==> src/rtl/pin_function_ctrl_reg_pkg.sv <==
// Package for the serial port control register block.
// Assumes one 20 MHz clock and an 8-bit register port.
package pin_function_ctrl_reg_pkg;

  // Register indices on the plain register port
  localparam logic [2:0] ADDR_CTRL   = 3'h0;
  localparam logic [2:0] ADDR_TXDATA = 3'h1;
  localparam logic [2:0] ADDR_STATUS = 3'h2;
  localparam logic [2:0] ADDR_IRQST  = 3'h3;
  localparam logic [2:0] ADDR_IRQMSK = 3'h4;

  // Values after reset
  localparam logic [7:0] CTRL_RST    = 8'h00;
  localparam logic [7:0] STATUS_RST  = 8'h84;
  localparam logic [3:0] IRQ_RST     = 4'h0;

  // Status bit positions
  localparam int ST_TX_EMPTY = 7;
  localparam int ST_RX_FULL  = 6;
  localparam int ST_OVERRUN  = 5;
  localparam int ST_FRAMING  = 4;
  localparam int ST_PARITY   = 3;
  localparam int ST_TX_END   = 2;

  // Event bit positions in the interrupt status register
  localparam int EV_TX_EMPTY = 0;
  localparam int EV_RX_FULL  = 1;
  localparam int EV_RX_ERROR = 2;
  localparam int EV_TX_END   = 3;
  localparam int EV_COUNT    = 4;

  // Clock select codes
  localparam logic [1:0] CKSEL_INT     = 2'h0;
  localparam logic [1:0] CKSEL_INT_OUT = 2'h1;
  localparam logic [1:0] CKSEL_EXT     = 2'h2;

  typedef struct packed {
    logic       tx_irq_enable;
    logic       rx_irq_enable;
    logic       transmit_enable;
    logic       receive_enable;
    logic       reserved_bit3;
    logic       tx_end_irq_enable;
    logic       clock_select_hi;
    logic       clock_select_lo;
  } pin_function_ctrl_reg_ctrl_t;

  typedef struct packed {
    logic       tx_empty_flag;
    logic       rx_full_flag;
    logic       overrun_error_flag;
    logic       framing_error_flag;
    logic       parity_error_flag;
    logic       tx_end_flag;
    logic [1:0] unused;
  } pin_function_ctrl_reg_stat_t;

endpackage

==> src/rtl/pin_function_ctrl_reg_top.sv <==
// Serial control register, status flags and interrupt requests.
// Assumes the shift datapath runs on mclk_i and the clock pin is async.
//
// Summary of operation
// Control clears on reset and low power
// Bit 7 enables transmit empty request
// Bit 6 enables receive full, error
// Flag or enable clear drops receive requests
// Transmit enable off holds empty flag set
// Data write clears empty, starts transmission
// Software sets format before transmit enable
// Bit 4 enables reception on start
// Software sets format before receive enable
// Receive disable keeps receive flags
// Bit 2 enables transmit end request
// End request drops on flags or enable
// Async 00: internal clock, pin is port
// Async 01: internal, bit clock out
// Async external: pin gives 16x clock
// Sync 00: internal clock driven out
// Sync 10: clock pin is input
// Software avoids reserved codes and bit 3
//
// Strobed register access and the register addresses were chosen for this implementation.
`timescale 1ns/1ps
module pin_function_ctrl_reg_top (
  input  wire logic       mclk_i,
  input  wire logic       reset_i,
  input  wire logic       low_power_i,
  input  wire logic       sync_mode_i,
  input  wire logic [2:0] reg_addr_i,
  input  wire logic [7:0] reg_wdata_i,
  input  wire logic       reg_wr_i,
  input  wire logic       reg_rd_i,
  output logic      [7:0] reg_rdata_o,
  input  wire logic       tx_load_i,
  input  wire logic       tx_done_i,
  input  wire logic       rx_done_i,
  input  wire logic       rx_frame_err_i,
  input  wire logic       rx_parity_err_i,
  input  wire logic       rx_data_read_i,
  input  wire logic       bit_clk_i,
  input  wire logic       serial_clock_pin_i,
  output logic            serial_clock_pin_o,
  output logic            serial_clock_pin_oe_o,
  output logic            ext_clk_sel_o,
  output logic            ext_clk_o,
  output logic            tx_start_o,
  output logic      [7:0] tx_data_o,
  output logic            transmit_enable_o,
  output logic            receive_enable_o,
  output logic            tx_empty_irq_o,
  output logic            rx_full_irq_o,
  output logic            rx_error_irq_o,
  output logic            tx_end_irq_o,
  output logic            irq_o
);

  function automatic logic hit(input logic [2:0] a, input logic [2:0] r);
    hit = (a == r);
  endfunction

  pin_function_ctrl_reg_pkg::pin_function_ctrl_reg_ctrl_t   ctrl_q;
  pin_function_ctrl_reg_pkg::pin_function_ctrl_reg_ctrl_t   ctrl_d;
  pin_function_ctrl_reg_pkg::pin_function_ctrl_reg_stat_t   stat_q;
  pin_function_ctrl_reg_pkg::pin_function_ctrl_reg_stat_t   stat_d;
  logic [3:0]             ev_q;
  logic [3:0]             ev_d;
  logic [3:0]             mask_q;
  logic [3:0]             req_q;
  logic [3:0]             req_d;
  logic [3:0]             req_prev_q;
  logic                   sck_s1_q;
  logic                   sck_s2_q;
  logic [7:0]             rdata_d;

  // Register port decode
  wire wr_ctrl   = reg_wr_i & hit(reg_addr_i, pin_function_ctrl_reg_pkg::ADDR_CTRL);
  wire wr_txdata = reg_wr_i & hit(reg_addr_i, pin_function_ctrl_reg_pkg::ADDR_TXDATA);
  wire wr_status = reg_wr_i & hit(reg_addr_i, pin_function_ctrl_reg_pkg::ADDR_STATUS);
  wire wr_irqst  = reg_wr_i & hit(reg_addr_i, pin_function_ctrl_reg_pkg::ADDR_IRQST);
  wire wr_irqmsk = reg_wr_i & hit(reg_addr_i, pin_function_ctrl_reg_pkg::ADDR_IRQMSK);

  // Control register next value
  assign ctrl_d = low_power_i ? pin_function_ctrl_reg_pkg::pin_function_ctrl_reg_ctrl_t'(pin_function_ctrl_reg_pkg::CTRL_RST)
                : wr_ctrl ? pin_function_ctrl_reg_pkg::pin_function_ctrl_reg_ctrl_t'(reg_wdata_i)
                : ctrl_q;

  // Software clears a status flag by writing zero to it
  wire clr_tx_empty_flag = wr_status & ~reg_wdata_i[pin_function_ctrl_reg_pkg::ST_TX_EMPTY];
  wire clr_rx_full_flag = wr_status & ~reg_wdata_i[pin_function_ctrl_reg_pkg::ST_RX_FULL];
  wire clr_oer  = wr_status & ~reg_wdata_i[pin_function_ctrl_reg_pkg::ST_OVERRUN];
  wire clr_fer  = wr_status & ~reg_wdata_i[pin_function_ctrl_reg_pkg::ST_FRAMING];
  wire clr_per  = wr_status & ~reg_wdata_i[pin_function_ctrl_reg_pkg::ST_PARITY];
  wire clr_tx_end_flag = wr_status & ~reg_wdata_i[pin_function_ctrl_reg_pkg::ST_TX_END];

  // Transmit data write only starts a transfer while enabled
  wire tx_go    = wr_txdata & ctrl_q.transmit_enable;
  wire overrun  = rx_done_i & stat_q.rx_full_flag;
  wire rx_ok    = rx_done_i & ~stat_q.rx_full_flag
                & ~rx_frame_err_i & ~rx_parity_err_i;

  // Receive flags never look at receive enable
  assign stat_d.rx_full_flag = rx_ok
    | (stat_q.rx_full_flag & ~clr_rx_full_flag & ~rx_data_read_i);
  assign stat_d.overrun_error_flag = overrun
    | (stat_q.overrun_error_flag & ~clr_oer);
  assign stat_d.framing_error_flag = (rx_done_i & rx_frame_err_i)
    | (stat_q.framing_error_flag & ~clr_fer);
  assign stat_d.parity_error_flag = (rx_done_i & rx_parity_err_i)
    | (stat_q.parity_error_flag & ~clr_per);

  // Empty flag is held at one while transmit is disabled
  assign stat_d.tx_empty_flag = ~ctrl_q.transmit_enable | tx_load_i
    | (stat_q.tx_empty_flag & ~clr_tx_empty_flag & ~tx_go);
  assign stat_d.tx_end_flag = tx_done_i
    | (stat_q.tx_end_flag & ~clr_tx_end_flag & ~tx_go);
  assign stat_d.unused = 2'h0;

  // Request levels
  wire rx_err_any = stat_q.overrun_error_flag
                  | stat_q.framing_error_flag
                  | stat_q.parity_error_flag;
  assign req_d[pin_function_ctrl_reg_pkg::EV_TX_EMPTY] =
    ctrl_q.tx_irq_enable & stat_q.tx_empty_flag;
  assign req_d[pin_function_ctrl_reg_pkg::EV_RX_FULL] =
    ctrl_q.rx_irq_enable & stat_q.rx_full_flag;
  assign req_d[pin_function_ctrl_reg_pkg::EV_RX_ERROR] =
    ctrl_q.rx_irq_enable & rx_err_any;
  assign req_d[pin_function_ctrl_reg_pkg::EV_TX_END] =
    ctrl_q.tx_end_irq_enable & stat_q.tx_end_flag;

  // Sticky events on rising request, set wins over clear
  genvar gi;
  generate
    for (gi = 0; gi < pin_function_ctrl_reg_pkg::EV_COUNT; gi++) begin : g_ev
      assign ev_d[gi] = (req_q[gi] & ~req_prev_q[gi])
                      | (ev_q[gi] & ~(wr_irqst & reg_wdata_i[gi]));
    end
  endgenerate

  // Clock source selection
  wire [1:0] cksel = {ctrl_q.clock_select_hi, ctrl_q.clock_select_lo};
  wire sel_ext  = (cksel == pin_function_ctrl_reg_pkg::CKSEL_EXT);
  wire drive_ck = sync_mode_i ? (cksel == pin_function_ctrl_reg_pkg::CKSEL_INT)
                : (cksel == pin_function_ctrl_reg_pkg::CKSEL_INT_OUT);

  // Read data mux
  assign rdata_d =
      ~reg_rd_i ? 8'h00
    : hit(reg_addr_i, pin_function_ctrl_reg_pkg::ADDR_CTRL)   ? 8'(ctrl_q)
    : hit(reg_addr_i, pin_function_ctrl_reg_pkg::ADDR_STATUS) ? 8'(stat_q)
    : hit(reg_addr_i, pin_function_ctrl_reg_pkg::ADDR_IRQST)  ? {4'h0, ev_q}
    : hit(reg_addr_i, pin_function_ctrl_reg_pkg::ADDR_IRQMSK) ? {4'h0, mask_q}
    : 8'h00;

  // Serial clock pin synchroniser
  always_ff @(posedge mclk_i or posedge reset_i) begin
    if (reset_i) begin
      sck_s1_q <= 1'b0;
      sck_s2_q <= 1'b0;
    end else begin
      sck_s1_q <= serial_clock_pin_i;
      sck_s2_q <= sck_s1_q;
    end
  end

  // Control and status state
  always_ff @(posedge mclk_i or posedge reset_i) begin
    if (reset_i) begin
      ctrl_q <= pin_function_ctrl_reg_pkg::pin_function_ctrl_reg_ctrl_t'(pin_function_ctrl_reg_pkg::CTRL_RST);
      stat_q <= pin_function_ctrl_reg_pkg::pin_function_ctrl_reg_stat_t'(pin_function_ctrl_reg_pkg::STATUS_RST);
    end else begin
      ctrl_q <= ctrl_d;
      stat_q <= low_power_i
              ? pin_function_ctrl_reg_pkg::pin_function_ctrl_reg_stat_t'(pin_function_ctrl_reg_pkg::STATUS_RST) : stat_d;
    end
  end

  // Interrupt state
  always_ff @(posedge mclk_i or posedge reset_i) begin
    if (reset_i) begin
      ev_q       <= pin_function_ctrl_reg_pkg::IRQ_RST;
      mask_q     <= pin_function_ctrl_reg_pkg::IRQ_RST;
      req_q      <= pin_function_ctrl_reg_pkg::IRQ_RST;
      req_prev_q <= pin_function_ctrl_reg_pkg::IRQ_RST;
      irq_o      <= 1'b0;
    end else begin
      ev_q       <= ev_d;
      mask_q     <= wr_irqmsk ? reg_wdata_i[3:0] : mask_q;
      req_q      <= req_d;
      req_prev_q <= req_q;
      irq_o      <= |(ev_d & (wr_irqmsk ? reg_wdata_i[3:0] : mask_q));
    end
  end

  // Registered outputs
  always_ff @(posedge mclk_i or posedge reset_i) begin
    if (reset_i) begin
      reg_rdata_o           <= 8'h00;
      tx_start_o            <= 1'b0;
      tx_data_o             <= 8'h00;
      transmit_enable_o     <= 1'b0;
      receive_enable_o      <= 1'b0;
      serial_clock_pin_o    <= 1'b0;
      serial_clock_pin_oe_o <= 1'b0;
      ext_clk_sel_o         <= 1'b0;
      ext_clk_o             <= 1'b0;
    end else begin
      reg_rdata_o           <= rdata_d;
      tx_start_o            <= tx_go;
      tx_data_o             <= tx_go ? reg_wdata_i : tx_data_o;
      transmit_enable_o     <= ctrl_d.transmit_enable;
      receive_enable_o      <= ctrl_d.receive_enable;
      serial_clock_pin_o    <= bit_clk_i;
      serial_clock_pin_oe_o <= drive_ck;
      ext_clk_sel_o         <= sel_ext;
      ext_clk_o             <= sck_s2_q;
    end
  end

  assign tx_empty_irq_o = req_q[pin_function_ctrl_reg_pkg::EV_TX_EMPTY];
  assign rx_full_irq_o  = req_q[pin_function_ctrl_reg_pkg::EV_RX_FULL];
  assign rx_error_irq_o = req_q[pin_function_ctrl_reg_pkg::EV_RX_ERROR];
  assign tx_end_irq_o   = req_q[pin_function_ctrl_reg_pkg::EV_TX_END];

endmodule

==> config.mk <==
export PLATFORM = sky130hd
export DESIGN_NAME = pin_function_ctrl_reg_top
export DESIGN_NICKNAME = d
export VERILOG_FILES = /design/src/rtl/pin_function_ctrl_reg_pkg.sv /design/src/rtl/pin_function_ctrl_reg_top.sv
export SDC_FILE = /design/constraint.sdc
export NUM_CORES = 1
export LEC_CHECK = 0
export BUFFER_PORTS_ARGS = -buffer_cell sky130_fd_sc_hd__buf_4
export CORE_UTILIZATION = 45
export DETAILED_ROUTE_END_ITERATION = 12
export PLACE_DENSITY = 0.72
export SETUP_SLACK_MARGIN = 0.15
export SLEW_MARGIN = 20
export SYNTH_ARGS = -nofsm -noshare
export SYNTH_HDL_FRONTEND = slang
export SYNTH_SLANG_ARGS = --single-unit
==> constraint.sdc <==
create_clock -name mclk_i -period 1.4 [get_ports mclk_i]
set_input_delay 0.07 -clock mclk_i [delete_from_list [all_inputs] [get_ports mclk_i]]
set_output_delay 0.07 -clock mclk_i [all_outputs]
set_load 0.05 [all_outputs]
; ---- Yosys cells after proc, flatten, opt, wreduce, memory -nomap -nowiden
; Cells that the tools add are included.
[classes]
reduce_logical = 4
mux = 10
eq_ne = 6
bitwise_logic = 83
[op_table]
columns = operator, n
row1 = 8-bit two-way mux, 6
row2 = 1-bit AND, 43
row3 = 1-bit NOT, 26
row4 = 1-bit bitwise OR, 13
row5 = 4-bit two-way mux, 3
row6 = 3-bit by 2-bit equality test with 1-bit output (second input constant), 2
row7 = 4-bit AND, 1
row8 = 4-bit OR reduction, 1
row9 = 3-bit by 1-bit equality test with 1-bit output (second input constant), 1
row10 = 3-bit equality test (second input constant), 1
row11 = 3-bit logical NOT, 1
row12 = 2-bit by 1-bit equality test with 1-bit output (second input constant), 1
row13 = 2-bit equality test (second input constant), 1
row14 = 2-bit logical NOT, 1
row15 = 2-bit nonzero test, 1
row16 = 1-bit two-way mux, 1
[word_totals]
ff_bits = 56
out_inout_bits = 28
in_bits = 25
elab_cells = 132

; ---- Depth between registers and ports, before layout
[depth]
ltp_word = 8
mapped_depth = 6
ltp_nobuf = 4

; ---- Least setup slack after synthesis
; Ideal clock, no wire load.
[synth_timing]
path_type = reg2reg
from = register ctrl_q[5] in the netlist's numbering
to = register tx_data_o[0]
t_arrival_ps = 1438
path_slack_ps = -165
n_path_buf = 1
setup_time_ps = 128
stages_incl_launch_ff = 5
synth_period_minus_slack_ps = 1565
required_time_ps = 1272
path_cell_list = dfrtp_1 -> nor2b_1 -> nand3_1 -> buf_2 -> mux2_1
[synth_between]
elab_chain_len = 1
[synth_rtl]
columns = element, line_no
row1 = "start, declared", pin_function_ctrl_reg_top.sv:63  ; pin_function_ctrl_reg_pkg::pin_function_ctrl_reg_ctrl_t ctrl_q;
row2 = "start signal, assigned", pin_function_ctrl_reg_top.sv:171  ; ctrl_q <= pin_function_ctrl_reg_pkg::pin_function_ctrl_reg_ctrl_t'(pin_function_ctrl_reg_pkg::CTRL_RST);
row3 = "start signal, assigned", pin_function_ctrl_reg_top.sv:174  ; ctrl_q <= ctrl_d;
row4 = 1-bit AND, pin_function_ctrl_reg_top.sv:98  ; wire tx_go = wr_txdata & ctrl_q.transmit_enable;
row5 = "end signal, assigned", pin_function_ctrl_reg_top.sv:212  ; tx_data_o <= tx_go ? reg_wdata_i : tx_data_o;
row6 = "end, declared", pin_function_ctrl_reg_top.sv:49  ; output logic [7:0] tx_data_o,
; Every way passes these cells.
; A chain may end at the register's enable or synchronous reset.

; ---- Worst setup path in the final report
[layout_timing]
from = register ctrl_q[5] in the netlist's numbering
to = register tx_data_o[2]
; Same word-level chain as after synthesis.

==> metrics.yaml <==
status: "finished, violations left"
violations: "DRC"
pre_cts_ws_ns: 0.0857
yosysSeqAreaShare_pct: 62.9
critPathBufInv: 0
grt_pass1_wl_um: 7780
start_kind: "register"
area_delta_synth_final_pct: 30.9
ant_nets: 0
final_nets: 273
period_share_pct: 84.2
gp_congestion: 0.815
h-tree-depth: 2
synth_flop_cell: "dfrtp_1"
yosys_warnings: 0
worstPathArrival_ns: 1.38
synth_edf_count: 0
coreArea_um2: 4470
worst_hold_path_type: "input pin to register"
syn_area_per_cell_um2: 11.9
critPathLaunch: "ctrl_q[5]"
path_cells: "nor2b_4 > nand3_2 > mux2_1"
slew_headroom_pct: 77.8
critPathMaxStageDelay_ns: 0.37
path_max_fanout: 5
ys_seq_elements: 54
clk_pin_slew_ns: 0.09
maxCapViolations: 0
wl_per_cell_um: 15.4
layout_min_cycle_time_ns: 1.18
max_freq_mhz: 849
nFillCells: 365
slew_viol_final: 0
remaining_drc_errors: 1
hold_viol_final: 0
port_buffers: 52
drtPass1Iterations: 11
finClkSkew_ns: 0.00609
seqCellArea_um2: 1360
cts-root-buf: "clkbuf_8"
hold_path_depth: 2
finalSetupViolCount: 0
drive_above_1_share_pct: 30.5
place_area_um2: 2630
netlist_area_um2: 2150
insertion_delay_ns: 0.31
antenna_found_initial: 0
fin_ws_ns: 0.222
initialDrtViolationCount: 140
final_cell_mix: "buf_4, dfrtp_1, nand2_1"
wirelength_um: 4650
p_leak_nw: 1.39
async_flop_share_pct: 100
first_global_vias: 1578
fin_total_pwr_w: 0.00309
critPathRequiredTime_ns: 1.60
ir_worst_vdd_mv: 0.600
final_area_um2: 2820
critical-path-top-delay-family: "flip-flops"
n_antenna_cell: 0
finalSetupTns_ns: 0
cp-endpoint: "tx_data_o[2]"
worst_slew_pin_slew_ns: 0.329
dieArea_um2: 5060
hpwl_um: 3310
reg2reg_to: "tx_data_o[2]"
synthCells: 181
grt_usage_pct: 20.5
num_vias: 1573
numCtsBuffers: 5
p_per_area_nw_per_um2: 1100
grt_remaining_overflow: 0
grt_max_degree: 26
ff2ff_setup_slack_ns: 0.22
cts.sinks: 54
r2r.worst_path.cells: 3
final_common_cell: "buf_4"
num_rows: 24
dieHeight_um: 71.2
cts_tree: "yes"
pin_count: 53
ys_types: 32
multiInputGateArea_um2: 774
cts_buffer_depth: 2
rsz0062_at_grt: "false"
crit_cells: 3
endpoint_kind: "register"
cpMaxStageDelayCell: "dfrtp_2"
vias_per_cell: 5.23
regToRegStartpoint: "ctrl_q[5]"
die_w_um: 71.2
start_util_pct: 48.1
path_class: "register to register"
syn_nets: 206
-- power breakdown --
group | internal (W) | switching [W]
Sequential | 0.00166 | 0.0000572
Combinational | 0.000238 | 0.000322
Clock | 0.000356 | 0.000456
Total | 0.00225 | 0.000836
-- worst reg2reg max path: cells and delay by family, from the launching register on --
kind | cells | cell delay [ns]
and+or+nand+nor | 2 | 0.36
muxes | 1 | 0.35
DFF | 1 | 0.37
-- kinds of logic (layout without fill, tap and decap cells) --
| group | Yosys count | after routing | synth area share, % |
|---|---|---|---|
| AND/OR/NAND/NOR | 61 | 62 | 14.5 |
| flip-flops | 54 | 54 | 62.9 |
| buffers and inverters | 11 | 78 | 2.50 |
| multiplexers | 17 | 17 | 9.42 |
| XOR/XNOR | 1 | 1 | 0.407 |
| AO/OA/AOI/OAI | 37 | 37 | 10.3 |
-- through the flow --
step                std cells  hold slack [ns]  utilization (%)
finish                    301          0.00114             63.0
global route              301           0.0100             63.0
CTS                       299         0.000409             62.6
detailed placement        283           0.0688             58.8
global placement          283           0.0698             58.8
floorplan                 181            0.101                -
-- sequential cells by signal (all words and copies together) (netlist names) --
| name | count |
|---|---|
| tx_start_o | 1 |
| reg_rdata_o | 8 |
| ext_clk_o | 1 |
| stat_q | 6 |
| ctrl_q | 6 |
| irq_o | 1 |
| ev_q | 4 |
| serial_clock_pin_o | 1 |
| sck_s2_q | 1 |
| req_q | 4 |
| cksel | 2 |
| tx_data_o | 8 |
| ext_clk_sel_o | 1 |
| req_prev_q | 4 |
| mask_q | 4 |
| sck_s1_q | 1 |
| serial_clock_pin_oe_o | 1 |
-- synthesized netlist by cell type (all sizes together) (2+ instances only) --
master,count,share of area (%)
dfrtp,52,60
nand2,22,3.8
mux2,14,8.0
a21oi,13,3.0
nor2,12,2.1
nor2b,11,3.2
o21ai,10,2.3
buf,5,1.5
inv,5,0.87
a21boi,4,1.4
a22oi,4,1.4
and2,4,1.2
or2,4,1.2
mux2i,3,1.4
nand3,3,0.70
dfstp,2,2.4
o22ai,2,0.58
o41ai,2,0.81
-- layout make-up --
cell class / count / area share (%)
sequential: 54 / 48.1
timing repair buffer: 65 / 18.5
tap: 52 / 2.31
inverter: 5 / 0.799
multi-input combinational: 117 / 27.5
clock buffer: 8 / 2.84
-- routing by layer --
layer  share of wire (%)  vias up  track usage (%)  wire, um
li1                    -      755                -         -
met1                  46      764             27.6      2130
met2                  47       49             32.6      2180
met3                 5.9        5             5.41       276
met4                 1.2        0             6.22        56
met5                   0        -                0         0
-- worst min path at each step --
stage,startpoint,endpoint
2_1_floorplan,serial_clock_pin_i,sck_s1_q
3_3_place_gp,reset_i,req_prev_q[1]
3_5_place_dp,reset_i,req_prev_q[1]
4_1_cts,reg_wdata_i[5],tx_data_o[5]
5_1_grt,rx_parity_err_i,stat_q[3]
6_report,reg_wdata_i[5],tx_data_o[5]
-- timing repair --
item,in CTS,in global routing
endpoints found under the hold margin,18,0
hold buffers,8,0
buffers inserted,0,1
gates cloned,0,1
endpoints found under the setup margin,8,8
resized for setup,1,0
pin swaps,0,1
(Power assumes the default switching activity.)
